File: src/hdl/lps_regs.vh
`ifndef LPS_REGS_VH
`define LPS_REGS_VH
// register byte offsets
`define LPS_CTRL_OFF 5'h00
`define LPS_RATE_LO_OFF 5'h04
`define LPS_RATE_HI_OFF 5'h08
`define LPS_PROBE_OFF 5'h0c
`define LPS_STAT_OFF 5'h10
`define LPS_STAT_ADDR 5'h10
// ctrl fields
`define LPS_CTRL_ROLE 0
`define LPS_CTRL_PROBE_EN 1
`define LPS_CTRL_MULTI 2
`define LPS_CTRL_PAIRS_LSB 4
// probe fields
`define LPS_PR_DUR_LSB 0
`define LPS_PR_PBO1_LSB 8
`define LPS_PR_PBO2_LSB 12
`define LPS_PR_SCR_R_LSB 16
`define LPS_PR_SCR_C_LSB 20
// reset values: one 50 ms step, 6 dB back-off, scrambler index 0
`define LPS_CTRL_RST 32'h0000_0002
`define LPS_RATE_LO_RST 32'h0000_0001
`define LPS_RATE_HI_RST 32'h0000_0000
`define LPS_PROBE_RST 32'h0000_6601
// timing
`define LPS_CLK_NS 8
`define LPS_TICK_NS 1000000
`define LPS_GAP_MS 200
`define LPS_DUR_STEP_MS 50
`define LPS_DUR_MAX_STEPS 62
`define LPS_TOTAL_MAX_MS 10000
// rates: index k gives 192 + 64k kbit/s, line rate adds 8 kbit/s
`define LPS_NRATES 34
`define LPS_LINE_BASE_K 200
`define LPS_LINE_STEP_K 64
// 2^32 / (3 bits per symbol * 125000 kHz clock)
`define LPS_PHASE_K 32'd11453
// mapper levels in sixteenths, two's complement
`define LPS_LEVEL_POS 5'h09
`define LPS_LEVEL_NEG 5'h17
`endif

File: src/hdl/lps_top.v
`timescale 1ns/1ns
`include "lps_regs.vh"

module lps_top #(
  parameter TICK_CYCLES = `LPS_TICK_NS / `LPS_CLK_NS,
  parameter NPAIRS = 4
) (
  input wire aclk,
  input wire aresetn,
  input wire ce,
  input wire [4:0] s_axi_awaddr,
  input wire s_axi_awvalid,
  output wire s_axi_awready,
  input wire [31:0] s_axi_wdata,
  input wire [3:0] s_axi_wstrb,
  input wire s_axi_wvalid,
  output wire s_axi_wready,
  output reg [1:0] s_axi_bresp,
  output reg s_axi_bvalid,
  input wire s_axi_bready,
  input wire [4:0] s_axi_araddr,
  input wire s_axi_arvalid,
  output wire s_axi_arready,
  output reg [31:0] s_axi_rdata,
  output reg [1:0] s_axi_rresp,
  output reg s_axi_rvalid,
  input wire s_axi_rready,
  input wire hs_end,
  output reg probe_done,
  output reg tx_sym_valid,
  output reg [4:0] tx_level,
  output reg [NPAIRS-1:0] tx_pair_en,
  output reg [5:0] tx_mask_sel,
  output reg [3:0] pbo_pair1,
  output reg [3:0] pbo_other
);

  localparam S_IDLE = 3'b001;
  localparam S_GAP = 3'b010;
  localparam S_BURST = 3'b100;
  localparam [NPAIRS-1:0] PAIR_ONE = {{(NPAIRS-1){1'b0}}, 1'b1};

  ////////////////////////////////////////////////////////////////////////
  // register bus

  reg [31:0] ctrl_reg;
  reg [31:0] rate_lo_reg;
  reg [31:0] rate_hi_reg;
  reg [31:0] probe_reg;
  reg aw_held_reg;
  reg w_held_reg;
  reg [4:0] aw_addr_reg;
  reg [31:0] w_data_reg;
  reg [3:0] w_strb_reg;
  reg [31:0] stat_word;
  reg [31:0] rd_word;
  reg rd_ok;
  reg wr_ok;
  wire wr_fire;

  assign s_axi_awready = !aw_held_reg && !s_axi_bvalid;
  assign s_axi_wready = !w_held_reg && !s_axi_bvalid;
  assign s_axi_arready = !s_axi_rvalid;
  assign wr_fire = aw_held_reg && w_held_reg && !s_axi_bvalid;

  function [31:0] merge;
    input [31:0] old;
    input [31:0] nw;
    input [3:0] strb;
    integer b;
    begin
      merge = old;
      for (b = 0; b < 4; b = b + 1) begin
        if (strb[b]) begin
          merge[b*8 +: 8] = nw[b*8 +: 8];
        end
      end
    end
  endfunction

  always @* begin
    wr_ok = (aw_addr_reg[4:2] <= 3'd3);
    rd_ok = 1'b1;
    case (s_axi_araddr[4:2])
      3'd0: rd_word = ctrl_reg;
      3'd1: rd_word = rate_lo_reg;
      3'd2: rd_word = rate_hi_reg;
      3'd3: rd_word = probe_reg;
      3'd4: rd_word = stat_word;
      default: begin
        rd_word = 32'h0000_0000;
        rd_ok = 1'b0;
      end
    endcase
  end

  always @(posedge aclk) begin
    if (!aresetn) begin
      ctrl_reg <= `LPS_CTRL_RST;
      rate_lo_reg <= `LPS_RATE_LO_RST;
      rate_hi_reg <= `LPS_RATE_HI_RST;
      probe_reg <= `LPS_PROBE_RST;
      aw_held_reg <= 1'b0;
      w_held_reg <= 1'b0;
      aw_addr_reg <= 5'h00;
      w_data_reg <= 32'h0000_0000;
      w_strb_reg <= 4'h0;
      s_axi_bvalid <= 1'b0;
      s_axi_bresp <= 2'b00;
      s_axi_rvalid <= 1'b0;
      s_axi_rresp <= 2'b00;
      s_axi_rdata <= 32'h0000_0000;
    end else if (ce) begin
      if (s_axi_awvalid && s_axi_awready) begin
        aw_held_reg <= 1'b1;
        aw_addr_reg <= s_axi_awaddr;
      end
      if (s_axi_wvalid && s_axi_wready) begin
        w_held_reg <= 1'b1;
        w_data_reg <= s_axi_wdata;
        w_strb_reg <= s_axi_wstrb;
      end
      if (wr_fire) begin
        aw_held_reg <= 1'b0;
        w_held_reg <= 1'b0;
        s_axi_bvalid <= 1'b1;
        s_axi_bresp <= wr_ok ? 2'b00 : 2'b10;
        case (aw_addr_reg[4:2])
          3'd0: ctrl_reg <= merge(ctrl_reg, w_data_reg, w_strb_reg);
          3'd1: rate_lo_reg <= merge(rate_lo_reg, w_data_reg, w_strb_reg);
          3'd2: rate_hi_reg <= merge(rate_hi_reg, w_data_reg, w_strb_reg);
          3'd3: probe_reg <= merge(probe_reg, w_data_reg, w_strb_reg);
          default: ;
        endcase
      end else if (s_axi_bvalid && s_axi_bready) begin
        s_axi_bvalid <= 1'b0;
      end
      if (s_axi_arvalid && s_axi_arready) begin
        s_axi_rvalid <= 1'b1;
        s_axi_rdata <= rd_word;
        s_axi_rresp <= rd_ok ? 2'b00 : 2'b10;
      end else if (s_axi_rvalid && s_axi_rready) begin
        s_axi_rvalid <= 1'b0;
      end
    end
  end

  ////////////////////////////////////////////////////////////////////////
  // sequencer

  reg [2:0] state_reg;
  reg series_reg;
  reg last_gap_reg;
  reg [5:0] rate_reg;
  reg [`LPS_NRATES-1:0] mask_reg;
  reg role_reg;
  reg [5:0] dur_reg;
  reg [2:0] scr_sel_reg;
  reg overrun_reg;
  reg [31:0] tick_reg;
  reg [11:0] ms_reg;
  reg [13:0] total_reg;
  reg [22:0] scr_reg;
  reg [31:0] phase_reg;
  wire tick;
  wire [31:0] burst_ms;
  reg [6:0] nxt_hi, nxt_first, nxt_cfg;
  wire [5:0] dur_fix;
  wire [5:0] cfg_dur;

  function [6:0] find_rate;
    input [`LPS_NRATES-1:0] m;
    input [6:0] from;
    integer j;
    begin
      find_rate = 7'h00;
      for (j = `LPS_NRATES - 1; j >= 0; j = j - 1) begin
        if (m[j] && (j >= from)) begin
          find_rate = {1'b1, j[5:0]};
        end
      end
    end
  endfunction

  // ascending scan of the negotiated rate set
  always @* begin
    nxt_hi = find_rate(mask_reg, {1'b0, rate_reg} + 7'h01);
    nxt_first = find_rate(mask_reg, 7'h00);
    nxt_cfg = find_rate({rate_hi_reg[1:0], rate_lo_reg}, 7'h00);
  end

  // duration clamped to 1..62 steps of 50 ms
  assign cfg_dur = probe_reg[`LPS_PR_DUR_LSB +: 6];
  assign dur_fix = (cfg_dur == 6'h00) ? 6'h01 :
    (cfg_dur > `LPS_DUR_MAX_STEPS) ? 6'd62 : cfg_dur;
  assign burst_ms = dur_reg * `LPS_DUR_STEP_MS;

  // millisecond tick from the fixed clock
  assign tick = (tick_reg == TICK_CYCLES - 1);

  // tap masks, bit k-1 stands for s(n-k)
  function [22:0] taps;
    input central;
    input [2:0] idx;
    begin
      case ({central, idx})
        4'h8: taps = 23'h400010;
        4'h0: taps = 23'h420000;
        4'h9, 4'h1: taps = 23'h000001;
        4'ha: taps = 23'h000012;
        4'h2: taps = 23'h000014;
        4'hb: taps = 23'h000021;
        4'h3: taps = 23'h000030;
        4'hc: taps = 23'h000044;
        4'h4: taps = 23'h000048;
        4'hd: taps = 23'h00008e;
        4'h5: taps = 23'h0000b8;
        default: taps = 23'h000001;
      endcase
    end
  endfunction

  wire scr_bit = ~(^(scr_reg & taps(series_reg, scr_sel_reg)));
  wire [31:0] line_k = `LPS_LINE_BASE_K + rate_reg * `LPS_LINE_STEP_K;
  // symbol rate is line rate over three bits per symbol
  wire [32:0] phase_sum = {1'b0, phase_reg} +
    {1'b0, line_k * `LPS_PHASE_K};
  wire sending = (state_reg == S_BURST) && (series_reg == role_reg);

  always @* begin
    stat_word = 32'h0000_0000;
    stat_word[2:0] = state_reg;
    stat_word[4] = series_reg;
    stat_word[5] = sending;
    stat_word[13:8] = rate_reg;
    stat_word[16] = overrun_reg;
  end

  always @(posedge aclk) begin
    if (!aresetn) begin
      state_reg <= S_IDLE;
      series_reg <= 1'b0;
      last_gap_reg <= 1'b0;
      rate_reg <= 6'h00;
      mask_reg <= {`LPS_NRATES{1'b0}};
      role_reg <= 1'b0;
      dur_reg <= 6'h01;
      scr_sel_reg <= 3'h0;
      overrun_reg <= 1'b0;
      tick_reg <= 32'h0000_0000;
      ms_reg <= 12'h000;
      total_reg <= 14'h0000;
      scr_reg <= 23'h000000;
      phase_reg <= 32'h0000_0000;
      probe_done <= 1'b0;
    end else if (ce) begin
      probe_done <= 1'b0;
      tick_reg <= tick ? 32'h0000_0000 : tick_reg + 32'h0000_0001;
      if (tick) begin
        ms_reg <= ms_reg + 12'h001;
        total_reg <= total_reg + 14'h0001;
      end
      case (state_reg)
        S_IDLE: begin
          tick_reg <= 32'h0000_0000;
          ms_reg <= 12'h000;
          total_reg <= 14'h0000;
          scr_reg <= 23'h000000;
          if (hs_end) begin
            mask_reg <= {rate_hi_reg[1:0], rate_lo_reg};
            role_reg <= ctrl_reg[`LPS_CTRL_ROLE];
            dur_reg <= dur_fix;
            scr_sel_reg <= probe_reg[`LPS_PR_SCR_R_LSB +: 3];
            rate_reg <= nxt_cfg[5:0];
            series_reg <= 1'b0;
            last_gap_reg <= 1'b0;
            overrun_reg <= 1'b0;
            // no line probe chosen, finish at once
            if (ctrl_reg[`LPS_CTRL_PROBE_EN] && nxt_cfg[6]) begin
              state_reg <= S_GAP;
            end else begin
              probe_done <= 1'b1;
            end
          end
        end
        S_GAP: begin
          // each gap timed from its start
          if (tick && (ms_reg == `LPS_GAP_MS - 1)) begin
            tick_reg <= 32'h0000_0000;
            ms_reg <= 12'h000;
            phase_reg <= 32'hffff_ffff;
            if (last_gap_reg) begin
              state_reg <= S_IDLE;
              probe_done <= 1'b1;
            end else begin
              state_reg <= S_BURST;
            end
          end
        end
        S_BURST: begin
          phase_reg <= phase_sum[31:0];
          if (sending && phase_sum[32]) begin
            scr_reg <= {scr_reg[21:0], scr_bit};
          end
          if (tick && (ms_reg == burst_ms - 1)) begin
            tick_reg <= 32'h0000_0000;
            ms_reg <= 12'h000;
            state_reg <= S_GAP;
            if (nxt_hi[6]) begin
              rate_reg <= nxt_hi[5:0];
            end else if (!series_reg) begin
              // central series uses its own polynomial
              series_reg <= 1'b1;
              rate_reg <= nxt_first[5:0];
              scr_sel_reg <= probe_reg[`LPS_PR_SCR_C_LSB +: 3];
            end else begin
              last_gap_reg <= 1'b1;
            end
          end
        end
        default: state_reg <= S_IDLE;
      endcase
      // abandon a phase that would pass 10 s
      if ((state_reg != S_IDLE) && (total_reg >= `LPS_TOTAL_MAX_MS)) begin
        state_reg <= S_IDLE;
        overrun_reg <= 1'b1;
        probe_done <= 1'b1;
      end
    end
  end

  ////////////////////////////////////////////////////////////////////////
  // line outputs

  always @(posedge aclk) begin
    if (!aresetn) begin
      tx_sym_valid <= 1'b0;
      tx_level <= 5'h00;
      tx_pair_en <= {NPAIRS{1'b0}};
      tx_mask_sel <= 6'h00;
      pbo_pair1 <= 4'h6;
      pbo_other <= 4'h6;
    end else if (ce) begin
      // one bit per symbol, silent outside bursts
      tx_sym_valid <= sending && phase_sum[32];
      // two levels of the data constellation
      if (sending && phase_sum[32]) begin
        tx_level <= scr_bit ? `LPS_LEVEL_POS : `LPS_LEVEL_NEG;
      end else if (!sending) begin
        tx_level <= 5'h00;
      end
      // pair one whenever sending, others in multi-pair mode
      if (sending) begin
        tx_pair_en <= ctrl_reg[`LPS_CTRL_MULTI] ?
          (ctrl_reg[`LPS_CTRL_PAIRS_LSB +: NPAIRS] | PAIR_ONE) : PAIR_ONE;
      end else begin
        tx_pair_en <= {NPAIRS{1'b0}};
      end
      // mask follows the burst rate index
      tx_mask_sel <= rate_reg;
      // first value to pair one, second to the rest
      pbo_pair1 <= probe_reg[`LPS_PR_PBO1_LSB +: 4];
      pbo_other <= probe_reg[`LPS_PR_PBO2_LSB +: 4];
    end
  end

endmodule // lps_top

File: config.mk
export PLATFORM = sky130hd
export DESIGN_NAME = lps_top
export DESIGN_NICKNAME = d
export VERILOG_FILES = /design/src/hdl/lps_top.v
export VERILOG_INCLUDE_DIRS = /design/src /design/src/hdl
export SDC_FILE = /design/constraint.sdc
export NUM_CORES = 1
export LEC_CHECK = 0
export BUFFER_PORTS_ARGS = -buffer_cell sky130_fd_sc_hd__buf_2
export CORE_AREA = 10 10 247 249
export CTS_BUF_LIST = sky130_fd_sc_hd__clkbuf_8
export DETAILED_ROUTE_END_ITERATION = 8
export DIE_AREA = 0 0 257 259
export HOLD_SLACK_MARGIN = 0.02
export PLACE_DENSITY = 0.54
export SLEW_MARGIN = 20
export SYNTH_ARGS = -nofsm -noshare
export SYNTH_HDL_FRONTEND = slang
export SYNTH_SLANG_ARGS = --single-unit
File: constraint.sdc
create_clock -name aclk -period 10.33 [get_ports aclk]
set_input_delay 0.5165 -clock aclk [delete_from_list [all_inputs] [get_ports aclk]]
set_output_delay 0.5165 -clock aclk [all_outputs]
set_load 0.03 [all_outputs]
==> impl_metrics.toml <==
[routing]
drtAntennaViolNets = 0
vias_per_cell = 5.43
wl_per_cell_um = 18.3
vias = 19300
drc_errors = 0
totalWireLength_um = 64900
initialDrtViolationCount = 1340
first_pass_iters = 5

[floorplan]
rows = 87
start_util_pct = 40.6
fp.dieW_um = 257
dieArea_um2 = 66600
core_um2 = 56000
io_pins = 121
die_h_um = 259

[sta]
worst_pin_slew_ps = 1160
rsz0062_at_grt = "no"
whs_ps = 69.5
final_max_slew_viol_count = 0
finalSetupViolCount = 0
hold_viol_final = 0
skew_ps = 48.5
min_period_over_period_pct = 80.1
fin_tns_setup_ps = 0
fin_crit_ps = 8270
clock.fmax_ghz = 0.121
layout_setup_ws_ps = 2060
max_slew_margin_pct = 22.5

[worst_hold_path]
hp-class = "in -> reg"

[clocking]
cts_buffers = 72
ctsResizeCount = 0
root_buffer = "clkbuf_8"
cts_hold_buf = 1
cts_sinks = 394
post-cts-setup-buffers = 0
clk_pin_slew_ps = 70
h-tree-depth = 3
cts_tree = "done"
insertion_delay_ps = 690
clockBufferDepth = 3

[logic_synthesis]
netlist_area_um2 = 22700
avgSynthCellArea_um2 = 8.52
netlist_instances = 2665
ys_seq_area_share_pct = 34.8
synth_cell_types = 99
ys_ff_latch = 394
synth_flop_cell = "dfxtp_1"
async_reset_ff_share_pct = 0
synth_edf_count = 0
yosys_warnings = 0

[final_layout]
final_common_cell = "nor2_1"
insertedDiodeCount = 0
fin_nets = 2961
final_area_um2 = 25300
largest_reg_flops = 34
drive_gt1_share_pct = 10.7
mostFrequentLayoutCells = "nor2_1, dfxtp_1, nand2_1"
synthToLayoutAreaGrowth_pct = 11.5
n_fill_cell = 5554

[job]
maxCapViolations = 0

[pwr]
powerDensity_nw_per_um2 = 205
power_leakage_nw = 10.6
vdd_drop_max_mv = 0.236
power_mw = 5.18

[place]
place_ws_ps = 2150
dpl-instance-area_um2 = 23900
gp_congestion = 0.915
dp_hpwl_um = 46200
buffer_ports.inserted = 114

[critical_path]
r2r.worst_path.cells = 26
worstReg2RegEnd = "scr_reg[19]"
cp-startpoint = "rate_reg[0]"
startpoint_type = "flip-flop"
r2r_slack_ps = 2060
slowest_stage = "fa_1"
path_max_fanout = 24
end_kind = "flip-flop"
crit_type = "reg -> reg"
max_stage_delay_ps = 520
crit_required_ps = 10920
cp.arrival_ps = 8870
critPathCapture = "scr_reg[19]"
r2r-start = "rate_reg[0]"

[status]
status = "finished, final reports clean"

[global_route]
grt_pass1_vias = 18800
gr-total-overflow = 0
grt_pass1_wl_um = 104000
grt_max_degree = 116
antenna_found_initial = 1
grtUsageTotal_pct = 19.1
==> layout make-up <==
class | count | area (µm²) | area share [%]
clock buffer | 86 | 1180 | 4.68
multi-input combinational | 1942 | 13500 | 53.5
inverter | 189 | 717 | 2.83
timing repair buffer | 146 | 816 | 3.22
sequential | 394 | 7890 | 31.2
clock inverter | 38 | 215 | 0.850
tap | 756 | 946 | 3.74
==> cell families after synthesis <==
family	Yosys count	synth area share (%)
and+or+nand+nor	926	18.6
other	1	0.0165
muxes	241	11.7
buffers and inverters	330	5.81
AOI/OAI and AO/OA	511	14.8
DFF	394	34.7
adders and majority gates	161	10.3
xor gates and xnor gates	101	3.99
==> cells in the mapped netlist, types with 22 or more instances <==
master / n / share of area [%]
o21ai_0: 82 / 1.8
mux2i_1: 218 / 9.6
a22oi_1: 47 / 1.6
nand4_1: 26 / 0.72
xnor2_1: 49 / 1.9
a21oi_1: 154 / 3.4
a31oi_1: 25 / 0.69
ha_1: 117 / 6.4
nor4_1: 30 / 0.83
inv_1: 188 / 3.1
dfxtp_1: 394 / 35
nand3_1: 69 / 1.5
xor2_1: 50 / 1.9
nor2_1: 404 / 6.7
nor3_1: 39 / 0.86
clkbuf_1: 108 / 1.8
fa_1: 44 / 3.9
nor2b_1: 29 / 0.80
a21o_1: 22 / 0.73
nand2_1: 221 / 3.7
==> critical path, delay by kind of cell, from the launching register on <==
family                     cells  cell delay (ps)
adders and majority gates      8             3460
AOI/OAI and AO/OA              5             1500
buffers and inverters          7             1290
and+or+nand+nor                4              960
xor gates and xnor gates       1              460
DFF                            1              300
muxes                          1              230
==> stage by stage <==
| stage | std cells | util [%] |
|---|---|---|
| 3_5_place_dp | 3426 | 42.7 |
| 3_3_place_gp | 3426 | 42.7 |
| 2_1_floorplan | 2666 | - |
| 5_1_grt | 3551 | 45.2 |
| 6_report | 3551 | 45.2 |
| 4_1_cts | 3551 | 45.2 |
==> worst min path at each step <==
| stage | start | to | slack (ps) | cells past startpoint |
|---|---|---|---|---|
| 2_1_floorplan | scr_reg[10] | scr_reg[10] | 440 | 2 |
| 3_3_place_gp | scr_reg[14] | scr_reg[14] | 450 | 2 |
| 3_5_place_dp | scr_reg[12] | scr_reg[12] | 450 | 2 |
| 4_1_cts | s_axi_wdata[22] | w_data_reg[22] | 30 | 3 |
| 5_1_grt | s_axi_wdata[28] | w_data_reg[28] | 40 | 3 |
| 6_report | s_axi_wstrb[0] | w_strb_reg[0] | 70 | 3 |
==> where the power goes <==
| group | internal (mW) | total [mW] | switching (mW) |
|---|---|---|---|
| Combinational | 0.861 | 2.15 | 1.29 |
| Clock | 0.765 | 1.46 | 0.699 |
| Sequential | 1.54 | 1.57 | 0.0276 |
| Total | 3.16 | 5.18 | 2.01 |
==> layer usage <==
| layer | vias up | track usage (%) | share of wire, % |
|---|---|---|---|
| met5 | - | 0 | 0.020 |
| met2 | 422 | 31.9 | 47 |
| li1 | 9464 | - | - |
| met1 | 9280 | 24.7 | 47 |
| met4 | 2 | 5.18 | 2.1 |
| met3 | 103 | 3.74 | 4.6 |
No activity file was read; power rests on OpenSTA's default activity.
